$ cat src/hdl/pss_pkg.sv
// shared constants, types and helpers of the phase sync and sysref block
package pss_pkg;
  // ********************
  // register map
  // ********************
  localparam logic [7:0] PSS_ADDR_CTRL = 8'h00;
  localparam logic [7:0] PSS_ADDR_OUTSEL = 8'h04;
  localparam logic [7:0] PSS_ADDR_SEED = 8'h08;
  localparam logic [7:0] PSS_ADDR_MOD = 8'h0C;
  localparam logic [7:0] PSS_ADDR_SYSREF = 8'h10;
  localparam logic [7:0] PSS_ADDR_DELAY = 8'h14;
  localparam logic [7:0] PSS_ADDR_STATUS = 8'h18;
  localparam logic [7:0] PSS_ADDR_PHASE = 8'h1C;
  // ********************
  // output selector codes
  // ********************
  localparam logic [1:0] PSS_SEL_OUTPUT_DIVIDE_RATIO = 2'h0;
  localparam logic [1:0] PSS_SEL_VCO = 2'h1;
  localparam logic [1:0] PSS_SEL_SYSREF = 2'h2;
  // ********************
  // reset values and fixed figures
  // ********************
  localparam logic [3:0] PSS_BURST_LEN_RST = 4'h4;
  localparam logic [2:0] PSS_PRESCALE_RST = 3'h1;
  localparam logic [3:0] PSS_DIVIDER_STAGE_ONE_RST = 4'h2;
  localparam logic [1:0] PSS_OUT_SEL_RST = 2'h1;
  localparam logic [23:0] PSS_DEN_RST = 24'h00_0001;
  localparam logic [5:0] PSS_TAP1_RST = 6'h24;
  localparam logic [5:0] PSS_TAP2_RST = 6'h1B;
  localparam logic [5:0] PSS_TAP_SUM = 6'h3F;
  localparam logic [7:0] PSS_DELAY_MAX = 8'hF7;
  localparam logic [12:0] PSS_RATE_BASE = 13'h0004;
  // ********************
  // carried fields
  // ********************
  typedef struct packed {
    logic phase_sync_mode;
    logic input_pin_disregard;
    logic modulator_reset_n;
    logic sysref_gen_on;
    logic sysref_echo_mode;
    logic sysref_burst_mode;
  } pss_ctrl_t;

  typedef struct packed {
    logic [2:0] sysref_prescale;
    logic [10:0] sysref_rate_ratio;
    logic [3:0] sysref_burst_len;
  } pss_sysref_t;

  typedef struct packed {
    logic [5:0] delay_tap_word1;
    logic [5:0] delay_tap_word2;
    logic [5:0] delay_tap_word3;
    logic [5:0] delay_tap_word4;
  } pss_taps_t;

  // delay code from the four tap words, bit 8 flags an invalid set
  function automatic logic [8:0] pss_delay_code(input pss_taps_t t);
    logic [7:0] c;
    logic bad;
    c = 8'h00;
    bad = 1'b0;
    if ((t.delay_tap_word1 + t.delay_tap_word2 + t.delay_tap_word3
        + t.delay_tap_word4) != {2'b00, PSS_TAP_SUM}) begin
      bad = 1'b1;
    end else if (t.delay_tap_word3 == 6'h00 && t.delay_tap_word4 == 6'h00)
    begin
      if (t.delay_tap_word2 >= 6'h1B) begin
        c = {2'b00, t.delay_tap_word2} - 8'h1B;
      end else if (t.delay_tap_word2 <= 6'h16) begin
        c = {2'b00, t.delay_tap_word2} + 8'hE1;
      end else begin
        bad = 1'b1;
      end
    end else if (t.delay_tap_word1 == 6'h00 && t.delay_tap_word4 == 6'h00)
    begin
      c = {2'b00, t.delay_tap_word3} + 8'h24;
    end else if (t.delay_tap_word1 == 6'h00 && t.delay_tap_word2 == 6'h00)
    begin
      c = {2'b00, t.delay_tap_word4} + 8'h63;
    end else if (t.delay_tap_word2 == 6'h00 && t.delay_tap_word3 == 6'h00)
    begin
      c = {2'b00, t.delay_tap_word1} + 8'hA2;
    end else begin
      bad = 1'b1;
    end
    if (c > PSS_DELAY_MAX) begin
      bad = 1'b1;
    end
    return {bad, c};
  endfunction : pss_delay_code
endpackage : pss_pkg

$ cat src/hdl/pss_tick_div.sv
// enable-pulse divider: one tick every div enabled cycles
`timescale 1ns/1ps
`default_nettype none
module pss_tick_div
  import pss_pkg::*;
#(
  parameter int W = 8
) (
  // clock and reset
  input wire logic clk_in,
  input wire logic rst_n_in,
  // control
  input wire logic en_in,
  input wire logic [W-1:0] div_in,
  // tick
  output logic tick_out
);
  logic [W-1:0] cnt_ff;
  logic tick_ff;

  // a zero divide stops the ticks rather than running free
  always_ff @(posedge clk_in or negedge rst_n_in) begin
    if (!rst_n_in) begin
      cnt_ff <= '0;
      tick_ff <= 1'b0;
    end else if (!en_in || div_in == '0) begin
      cnt_ff <= '0;
      tick_ff <= 1'b0;
    end else if (cnt_ff >= div_in - W'(1)) begin
      cnt_ff <= '0;
      tick_ff <= 1'b1;
    end else begin
      cnt_ff <= cnt_ff + W'(1);
      tick_ff <= 1'b0;
    end
  end

  assign tick_out = tick_ff;
endmodule : pss_tick_div
`default_nettype wire

$ cat src/hdl/pss_core.sv
// phase sync, seed phase adjust and sysref generation
`timescale 1ns/1ps
`default_nettype none
module pss_core
  import pss_pkg::*;
(
  // clock and reset
  input wire logic clk_in,
  input wire logic resetn_in,
  // register port
  input wire logic [7:0] addr_in,
  input wire logic [31:0] wr_data_in,
  input wire logic wr_in,
  input wire logic rd_in,
  output logic [31:0] rd_data_out,
  // pins
  input wire logic sync_pin_in,
  input wire logic sysref_request_pin_in,
  // results
  output logic sysref_out,
  output logic sync_event_out,
  output logic [7:0] sysref_delay_code_out,
  output logic [4:0] feedback_included_ratio_out
);
  // ********************
  // reset release
  // ********************
  logic rst_meta_ff;
  logic rst_n_ff;
  always_ff @(posedge clk_in or negedge resetn_in) begin
    if (!resetn_in) begin
      rst_meta_ff <= 1'b0;
      rst_n_ff <= 1'b0;
    end else begin
      rst_meta_ff <= 1'b1;
      rst_n_ff <= rst_meta_ff;
    end
  end

  // ********************
  // registers
  // ********************
  pss_ctrl_t ctrl_ff;
  pss_sysref_t sref_ff;
  pss_taps_t taps_ff;
  logic [1:0] out_a_select_ff;
  logic [1:0] out_b_select_ff;
  logic [3:0] divider_stage_one_ff;
  logic [4:0] output_divide_ratio_ff;
  logic [23:0] frac_denominator_ff;
  logic [1:0] modulator_order_ff;
  logic wr_ctrl;
  logic wr_sref;
  assign wr_ctrl = wr_in && addr_in == PSS_ADDR_CTRL;
  assign wr_sref = wr_in && addr_in == PSS_ADDR_SYSREF;

  always_ff @(posedge clk_in or negedge rst_n_ff) begin
    if (!rst_n_ff) begin
      ctrl_ff <= '{phase_sync_mode: 1'b0, input_pin_disregard: 1'b1,
                   modulator_reset_n: 1'b1, default: 1'b0};
    end else if (wr_ctrl) begin
      ctrl_ff <= pss_ctrl_t'(wr_data_in[5:0]);
    end
  end

  always_ff @(posedge clk_in or negedge rst_n_ff) begin
    if (!rst_n_ff) begin
      out_a_select_ff <= PSS_OUT_SEL_RST;
      out_b_select_ff <= PSS_OUT_SEL_RST;
      divider_stage_one_ff <= PSS_DIVIDER_STAGE_ONE_RST;
      output_divide_ratio_ff <= 5'h00;
      frac_denominator_ff <= PSS_DEN_RST;
      modulator_order_ff <= 2'h0;
      sref_ff <= '{sysref_prescale: PSS_PRESCALE_RST,
                   sysref_rate_ratio: 11'h000,
                   sysref_burst_len: PSS_BURST_LEN_RST};
      taps_ff <= '{delay_tap_word1: PSS_TAP1_RST,
                   delay_tap_word2: PSS_TAP2_RST, default: 6'h00};
    end else if (wr_in) begin
      case (addr_in)
        PSS_ADDR_OUTSEL: begin
          out_a_select_ff <= wr_data_in[1:0];
          out_b_select_ff <= wr_data_in[5:4];
          divider_stage_one_ff <= wr_data_in[11:8];
          output_divide_ratio_ff <= wr_data_in[20:16];
        end
        PSS_ADDR_MOD: begin
          frac_denominator_ff <= wr_data_in[23:0];
          modulator_order_ff <= wr_data_in[25:24];
        end
        PSS_ADDR_SYSREF: begin
          sref_ff <= '{sysref_prescale: wr_data_in[2:0],
                       sysref_rate_ratio: wr_data_in[18:8],
                       sysref_burst_len: wr_data_in[23:20]};
        end
        PSS_ADDR_DELAY: begin
          taps_ff <= pss_taps_t'(wr_data_in[23:0]);
        end
        default: begin
        end
      endcase
    end
  end

  // ********************
  // included divide
  // ********************
  logic uses_output_divide_ratio;
  logic [4:0] included_ratio;
  logic [4:0] eff_ratio;
  assign uses_output_divide_ratio = out_a_select_ff == PSS_SEL_OUTPUT_DIVIDE_RATIO
                   || out_b_select_ff == PSS_SEL_OUTPUT_DIVIDE_RATIO
                   || out_b_select_ff == PSS_SEL_SYSREF;
  assign included_ratio = !uses_output_divide_ratio ? 5'h01
                        : output_divide_ratio_ff == 5'h00 ? 5'h04
                        : {divider_stage_one_ff, 1'b0};
  assign eff_ratio = ctrl_ff.phase_sync_mode ? included_ratio : 5'h01;

  // ********************
  // sync events
  // ********************
  // the first enable after reset only arms; later 0 to 1 toggles sync
  logic sync_armed_ff;
  logic pin_prev_ff;
  logic sw_sync;
  logic pin_sync;
  logic sync_evt;
  assign sw_sync = wr_ctrl && wr_data_in[5] && !ctrl_ff.phase_sync_mode
                && sync_armed_ff;
  assign pin_sync = sync_pin_in && !pin_prev_ff && ctrl_ff.phase_sync_mode
                 && !ctrl_ff.input_pin_disregard;
  assign sync_evt = sw_sync || pin_sync;

  always_ff @(posedge clk_in or negedge rst_n_ff) begin
    if (!rst_n_ff) begin
      sync_armed_ff <= 1'b0;
      pin_prev_ff <= 1'b0;
      sync_event_out <= 1'b0;
    end else begin
      pin_prev_ff <= sync_pin_in;
      sync_event_out <= sync_evt;
      if (ctrl_ff.phase_sync_mode) begin
        sync_armed_ff <= 1'b1;
      end
    end
  end

  // ********************
  // seed phase accumulator
  // ********************
  logic [31:0] phase_acc_ff;
  logic seed_ok;
  logic [31:0] seed_rem;
  assign seed_rem = frac_denominator_ff == 24'h00_0000 ? 32'h0000_0000
                  : wr_data_in % {8'h00, frac_denominator_ff};
  assign seed_ok = modulator_order_ff != 2'h0
                && (modulator_order_ff != 2'h1
                    || seed_rem == 32'h0000_0000);

  always_ff @(posedge clk_in or negedge rst_n_ff) begin
    if (!rst_n_ff) begin
      phase_acc_ff <= 32'h0000_0000;
    end else if (sync_evt || !ctrl_ff.modulator_reset_n) begin
      phase_acc_ff <= 32'h0000_0000;
    end else if (wr_in && addr_in == PSS_ADDR_SEED && seed_ok) begin
      phase_acc_ff <= phase_acc_ff + wr_data_in;
    end
  end

  // ********************
  // interpolator tick and request resampling
  // ********************
  logic pre_ok;
  logic interp_tick;
  logic [7:0] interp_div;
  assign pre_ok = sref_ff.sysref_prescale == 3'h1
               || sref_ff.sysref_prescale == 3'h2
               || sref_ff.sysref_prescale == 3'h4;
  assign interp_div = 8'({3'b000, eff_ratio}
                      * {5'h00, sref_ff.sysref_prescale});

  pss_tick_div #(.W(8)) u_interp (
    .clk_in(clk_in),
    .rst_n_in(rst_n_ff),
    .en_in(pre_ok && ctrl_ff.sysref_gen_on),
    .div_in(interp_div),
    .tick_out(interp_tick)
  );

  logic req_s_ff;
  always_ff @(posedge clk_in or negedge rst_n_ff) begin
    if (!rst_n_ff) begin
      req_s_ff <= 1'b0;
    end else if (interp_tick) begin
      req_s_ff <= sysref_request_pin_in;
    end
  end

  // ********************
  // pulse generation
  // ********************
  // sysref runs only with sync mode set; the host orders the two writes
  logic gen_ok;
  logic gen_prev_ff;
  logic [12:0] rate_div;
  logic [12:0] rate_cnt_ff;
  logic master_lvl_ff;
  logic [3:0] burst_left_ff;
  logic nxt_sysref;
  logic burst_done;
  assign gen_ok = ctrl_ff.sysref_gen_on && ctrl_ff.phase_sync_mode && pre_ok;
  assign rate_div = PSS_RATE_BASE
                  + {1'b0, sref_ff.sysref_rate_ratio, 1'b0};
  assign burst_done = ctrl_ff.sysref_burst_mode && burst_left_ff == 4'h0;

  // master: level toggles every rate_div ticks, period twice that
  always_ff @(posedge clk_in or negedge rst_n_ff) begin
    if (!rst_n_ff) begin
      rate_cnt_ff <= 13'h0000;
      master_lvl_ff <= 1'b0;
    end else if (!gen_ok || ctrl_ff.sysref_echo_mode || !req_s_ff
                 || (burst_done && !master_lvl_ff)) begin
      rate_cnt_ff <= 13'h0000;
      master_lvl_ff <= 1'b0;
    end else if (interp_tick) begin
      if (rate_cnt_ff >= rate_div - 13'h0001) begin
        rate_cnt_ff <= 13'h0000;
        master_lvl_ff <= !master_lvl_ff;
      end else begin
        rate_cnt_ff <= rate_cnt_ff + 13'h0001;
      end
    end
  end

  always_comb begin
    if (!gen_ok) begin
      nxt_sysref = 1'b0;
    end else if (ctrl_ff.sysref_echo_mode) begin
      nxt_sysref = req_s_ff && (!burst_done || sysref_out);
    end else begin
      nxt_sysref = master_lvl_ff;
    end
  end

  // burst count reloads on enable or a sysref write, one per pulse end
  always_ff @(posedge clk_in or negedge rst_n_ff) begin
    if (!rst_n_ff) begin
      gen_prev_ff <= 1'b0;
      burst_left_ff <= PSS_BURST_LEN_RST;
    end else begin
      gen_prev_ff <= gen_ok;
      if ((gen_ok && !gen_prev_ff) || wr_sref) begin
        burst_left_ff <= wr_sref ? wr_data_in[23:20]
                       : sref_ff.sysref_burst_len;
      end else if (sysref_out && !nxt_sysref && burst_left_ff != 4'h0) begin
        burst_left_ff <= burst_left_ff - 4'h1;
      end
    end
  end

  always_ff @(posedge clk_in or negedge rst_n_ff) begin
    if (!rst_n_ff) begin
      sysref_out <= 1'b0;
    end else begin
      sysref_out <= nxt_sysref;
    end
  end

  // ********************
  // delay code and included divide outputs
  // ********************
  logic [8:0] delay_word;
  logic delay_bad_ff;
  assign delay_word = pss_delay_code(taps_ff);
  always_ff @(posedge clk_in or negedge rst_n_ff) begin
    if (!rst_n_ff) begin
      sysref_delay_code_out <= 8'h00;
      delay_bad_ff <= 1'b0;
      feedback_included_ratio_out <= 5'h01;
    end else begin
      // an invalid tap set keeps the last good code on the output
      if (!delay_word[8]) begin
        sysref_delay_code_out <= delay_word[7:0];
      end
      delay_bad_ff <= delay_word[8];
      feedback_included_ratio_out <= eff_ratio;
    end
  end

  // ********************
  // read port
  // ********************
  logic [31:0] rd_mux;
  always_comb begin
    case (addr_in)
      PSS_ADDR_CTRL: rd_mux = {26'h000_0000, ctrl_ff};
      PSS_ADDR_OUTSEL: rd_mux = {11'h000, output_divide_ratio_ff,
                                 4'h0, divider_stage_one_ff, 2'h0,
                                 out_b_select_ff, 2'h0, out_a_select_ff};
      PSS_ADDR_MOD: rd_mux = {6'h00, modulator_order_ff,
                              frac_denominator_ff};
      PSS_ADDR_SYSREF: rd_mux = {8'h00, sref_ff.sysref_burst_len, 1'b0,
                                 sref_ff.sysref_rate_ratio, 5'h00,
                                 sref_ff.sysref_prescale};
      PSS_ADDR_DELAY: rd_mux = {8'h00, taps_ff};
      PSS_ADDR_STATUS: rd_mux = {8'h00, burst_left_ff, 2'h0,
                                 !pre_ok, delay_bad_ff, sysref_out,
                                 sync_armed_ff, 1'b0, eff_ratio,
                                 sysref_delay_code_out};
      PSS_ADDR_PHASE: rd_mux = phase_acc_ff;
      default: rd_mux = 32'h0000_0000;
    endcase
  end

  always_ff @(posedge clk_in or negedge rst_n_ff) begin
    if (!rst_n_ff) begin
      rd_data_out <= 32'h0000_0000;
    end else begin
      rd_data_out <= rd_in ? rd_mux : 32'h0000_0000;
    end
  end
endmodule : pss_core
`default_nettype wire

$ cat config.mk
export PLATFORM = sky130hd
export DESIGN_NAME = pss_core
export DESIGN_NICKNAME = d
export VERILOG_FILES = /design/src/hdl/pss_pkg.sv /design/src/hdl/pss_tick_div.sv /design/src/hdl/pss_core.sv
export SDC_FILE = /design/constraint.sdc
export NUM_CORES = 2
export LEC_CHECK = 0
export BUFFER_PORTS_ARGS = -buffer_cell sky130_fd_sc_hd__buf_2
export CORE_MARGIN = 5
export CORE_UTILIZATION = 66
export DETAILED_ROUTE_END_ITERATION = 12
export GPL_TIMING_DRIVEN = 0
export PLACE_DENSITY = 0.85
export SLEW_MARGIN = 10
export SYNTH_ARGS = -nofsm -noshare
export SYNTH_HDL_FRONTEND = slang
export SYNTH_SLANG_ARGS = --single-unit
$ cat constraint.sdc
create_clock -name clk_in -period 6.55 [get_ports clk_in]
set_input_delay 0.655 -clock clk_in [delete_from_list [all_inputs] [get_ports clk_in]]
set_output_delay 0.655 -clock clk_in [all_outputs]
set_load 0.02 [all_outputs]
==> results of run 1 <==
## cells by family after synthesis
| family | Yosys count | synth area share (%) |
|---|---|---|
| buffers and inverters | 391 | 3.70 |
| DFF | 200 | 12.4 |
| AOI/OAI and AO/OA | 1599 | 26.3 |
| other | 1 | 0.00928 |
| xor gates and xnor gates | 376 | 8.15 |
| adders and majority gates | 593 | 18.7 |
| muxes | 252 | 6.95 |
| and+or+nand+nor | 1987 | 23.8 |
## metrics by stage
step | TNS, ns | hold slack (ns) | worst slack, ns | util (%)
2_1_floorplan | -1975.55 | 0.331 | -61.79 | -
3_5_place_dp | -2402.82 | 0.339 | -75.16 | 73.6
4_1_cts | -2018.31 | 0.359 | -63.15 | 86.3
3_3_place_gp | -2645.68 | 0.332 | -74.17 | 73.1
## layer usage
layer	overflow	global-route usage, %
met3	43	77.1
met5	9	54.4
met4	518	94.2
met1	67	84.0
met2	1243	104
## cell usage after synthesis (18+ instances only)
cell      number
nand3_1      162
or3_1         87
nor2b_1       68
nor4_1        38
and3_1        86
a211o_1       18
o31ai_1       43
dfrtp_1      184
o211ai_1      50
ha_1         573
o21bai_1      46
nand2_1      524
a21o_1       139
xnor2_1      247
and2_1        52
inv_1        206
o21a_1       144
a22oi_1       55
nand2b_1      52
mux2_2       202
mux2i_1       43
or4_1         19
or2_2         48
nand4_1       69
a211oi_1      38
o21ai_0      327
a21oi_1      375
a31oi_1       70
nor2_1       525
a21boi_0      30
clkbuf_1     154
nor3_1       184
xor2_1       129
fa_1          18
## timing repair
item	4_1_cts
pin swaps	424
gates resized for setup	522
hold buffers	1
endpoints found under the hold margin	2
buffers inserted	555
setup endpoints to repair	32
cloned	12
==> results.json, run 1 <==
{
  "track_usage_pct": 88.9,
  "netlist_area_um2": 40400,
  "synth_nets": 6036,
  "grt_max_degree": 63,
  "io_buffers": 92,
  "synth-async-reset-ratio_pct": 100,
  "status": "did not finish",
  "endpoint_type": "sequential cell input",
  "cts_made_buffers": 17,
  "stop_stage": "global routing (5_1_grt)",
  "synth.distinct_cells": 112,
  "initial_core_util_pct": 66.9,
  "avgSynthCellArea_um2": 7.49,
  "error_line": "[ERROR GRT-0232] Routing congestion too high. Check the congestion heatmap in the GUI.",
  "synth_edf_count": 0,
  "synth_top_cell_by_area": "ha_1",
  "rows": 90,
  "syn_inst": 5399,
  "root_buffer": "clkbuf_16",
  "synthFlopType": "dfrtp_1",
  "placed_cell_area_um2": 44500,
  "cts_htree_levels": 4,
  "yosysWarnings": 0,
  "synth_top_area_share_pct": 17.7,
  "placed_cells": 6286,
  "die_y_um": 257,
  "clkSinkCount": 200,
  "hpwl_um": 110000,
  "ys_top_cells_by_area": "ha_1 (18%), dfrtp_1 (11%), mux2_2 (5.6%), xnor2_1 (5.4%), nor2_1 (4.9%)",
  "grt-ovfl-total": 1880,
  "crit_endpoint": "phase_acc_ff[2]$_DFFE_PN0P_/D",
  "ys_seq_area_share_pct": 12.4,
  "cts_max_path_buffers": 2,
  "die_x_um": 257,
  "synth_seq_cells": 200,
  "gp_congestion": 1.02,
  "boundaryPins": 93
}
==> run 2: changes to the inputs <==
- CORE_UTILIZATION: 66 -> 40
- PLACE_DENSITY: 0.85 -> default
- PLACE_DENSITY_LB_ADDON: default -> 0.15
==> run 2 against run 1 <==
Effect of this change:
- synthesized cell count did not move
- synthesized area unchanged
- the flow now finishes, with violations (negative setup slack)
==> results.json, run 2 <==
{
  "regToRegStartpoint": "frac_denominator_ff[7]$_DFFE_PN0P_",
  "min_period_over_period_pct": 1090,
  "syn_inst": 5399,
  "final_cell_mix": "buf_4 (620), nand2_1 (486), nor2_1 (476)",
  "grt_max_degree": 60,
  "cts_tree": "done",
  "boundaryPins": 93,
  "setup_viol": 32,
  "drc": 0,
  "viasPerCell": 6.10,
  "crit_type": "reg2reg",
  "crit_fanout": 10,
  "clk_pin_slew_ns": 0.08,
  "root_buffer": "clkbuf_16",
  "timing.fmax_mhz": 14.0,
  "io_buffers": 92,
  "worst-endpoint-arrival_ns": 71.79,
  "max_stage_delay_ns": 0.65,
  "die_x_um": 328,
  "ys_seq_area_share_pct": 12.4,
  "synth_top_cell_by_area": "ha_1",
  "yosysWarnings": 0,
  "slowest_stage": "nor4_2",
  "reg2reg_to": "phase_acc_ff[1]$_DFFE_PN0P_",
  "synthFlopType": "dfrtp_1",
  "min_from": "sync_pin_in",
  "period_needed_ns": 71.40,
  "worstHoldPathCells": 1,
  "die_area_um2": 108000,
  "cts_htree_levels": 4,
  "reg_top3": "phase_acc_ff (32), rd_data_out (32)",
  "synth.distinct_cells": 112,
  "gp_congestion": 0.947,
  "postRouteAntennaNets": 0,
  "synth_seq_cells": 200,
  "drt_iter0_markers": 3552,
  "final_common_cell": "buf_4",
  "reg2reg_depth": 363,
  "netlist_area_um2": 40400,
  "synth_edf_count": 0,
  "die_y_um": 328,
  "drive_gt1_share_pct": 30.9,
  "hpwl_um": 121000,
  "grt_first_pass_wirelength_um": 247000,
  "synth_common_cells": "ha_1 (573), nor2_1 (525), nand2_1 (524)",
  "status": "finished with violations",
  "cap_violations": 0,
  "regToRegSetupSlack_ns": -64.85,
  "slew_viol_final": 0,
  "coreArea_um2": 100000,
  "rows": 116,
  "avgSynthCellArea_um2": 7.49,
  "slew-limit-headroom_pct": 12.4,
  "fin_ws_ns": -64.85,
  "whs_endpoint": "pin_prev_ff$_DFF_PN0_",
  "clkSinkCount": 200,
  "ys_top_cells_by_area": "ha_1 (18%), dfrtp_1 (11%), mux2_2 (5.6%), xnor2_1 (5.4%), nor2_1 (4.9%)",
  "worstMarginPinSlew_ns": 1.31,
  "synth-async-reset-ratio_pct": 100,
  "final_hold_viol_count": 0,
  "num_vias": 45700,
  "wl_um": 165000,
  "end_kind": "flop",
  "dr.pass1.iters": 6,
  "critPathMostFrequentCell": "o21a_1",
  "track_usage_pct": 28.6,
  "violations": "negative setup slack",
  "cp_top_family": "compound AO/OA/AOI/OAI gates",
  "cp-start-kind": "flop",
  "cp_num_buf_inv": 47,
  "fin_nets": 6826,
  "cts_made_buffers": 17,
  "hp-class": "in2reg",
  "synth_nets": 6036,
  "final_cells": 7502,
  "crit_path_start": "frac_denominator_ff[7]$_DFFE_PN0P_",
  "clock_latency_ns": 0.45,
  "fin_worst_skew_ns": 0.0127,
  "synth_top_area_share_pct": 17.7,
  "first_global_vias": 43600,
  "placed_cells": 6804,
  "cts_max_path_buffers": 2,
  "cp_data_required_time_ns": 6.94,
  "rsz0062_at_grt": "true",
  "grt-ovfl-total": 0,
  "fill_cells": 9156,
  "synth_most_common_cell": "ha_1",
  "antenna_found_initial": 1,
  "area_growth_pct": 36.7,
  "wl_per_cell_um": 22.0,
  "initial_core_util_pct": 40.4
}
==> run 2: cell counts after synthesis <==
Identical to the previous run, type by type.
==> run 2: stage by stage <==
| step | area, um2 | setup TNS (ns) | util (%) | hold WS, ns | setup slack (ns) |
|---|---|---|---|---|---|
| after floorplan | 42800 | -1975.55 | - | 0.331 | -61.79 |
| after global placement | 44900 | -2847.30 | 44.8 | 0.333 | -77.62 |
| after detailed placement | 45200 | -2474.20 | 45.1 | 0.339 | -77.39 |
| after CTS | 52400 | -2042.59 | 52.3 | 0.300 | -63.89 |
| after global routing | 55300 | -2151.86 | 55.2 | 0.304 | -67.30 |
| final | 55300 | -2072.95 | 55.2 | 0.323 | -64.85 |
==> run 2: what timing repair did <==
action,in CTS,in global routing
endpoints found under the setup margin,32,32
hold buffers,1,0
gates cloned,14,4
setup buffers,479,174
resized for setup,535,302
pin swaps,416,310
endpoints found under the hold margin,2,0
==> run 2: worst max-delay path by stage <==
stage                                        end  cells after the start
floorplan            phase_acc_ff[5]$_DFFE_PN0P_                    372
global placement     phase_acc_ff[5]$_DFFE_PN0P_                    355
detailed placement  phase_acc_ff[28]$_DFFE_PN0P_                    357
CTS                  phase_acc_ff[2]$_DFFE_PN0P_                    381
global route         phase_acc_ff[9]$_DFFE_PN0P_                    376
finish               phase_acc_ff[1]$_DFFE_PN0P_                    363
==> run 2: cells by family (layout without fill, tap and decap cells) <==
family,count (synthesis),in the layout,share of synthesized area (%)
XOR/XNOR,376,376,8.15
buffers and inverters,391,1192,3.70
multiplexers,252,252,6.95
other,1,3,0.00928
AND/OR/NAND/NOR,1987,1988,23.8
adder cells (fa/ha/maj),593,593,18.7
AO/OA/AOI/OAI,1599,1600,26.3
flip-flops,200,200,12.4
==> run 2: cell type report <==
cell class,instances,area [um2],share of cell area [%]
multi-input combinational,4810,39400,71.4
timing repair buffer,775,6150,11.1
sequential,200,5030,9.10
tap,1298,1620,2.94
buffer,178,1620,2.94
inverter,206,783,1.42
clock buffer,17,425,0.770
clock inverter,15,186,0.337
timing repair inverter,1,5.00,0.00905
antenna,2,5.00,0.00905
==> run 2: routing by layer <==
| metal | up-vias | global-route usage [%] | part of all wire, % |
|---|---|---|---|
| li1 | 21700 | - | - |
| met4 | 0 | 12.2 | 5.4 |
| met5 | - | 0 | 0 |
| met1 | 21900 | 37.0 | 43 |
| met2 | 1619 | 48.4 | 46 |
| met3 | 487 | 3.25 | 6.3 |
Power of run 2 is not shown: default switching activity piles up to over one toggle a cycle in this logic, so the estimate is an artifact.
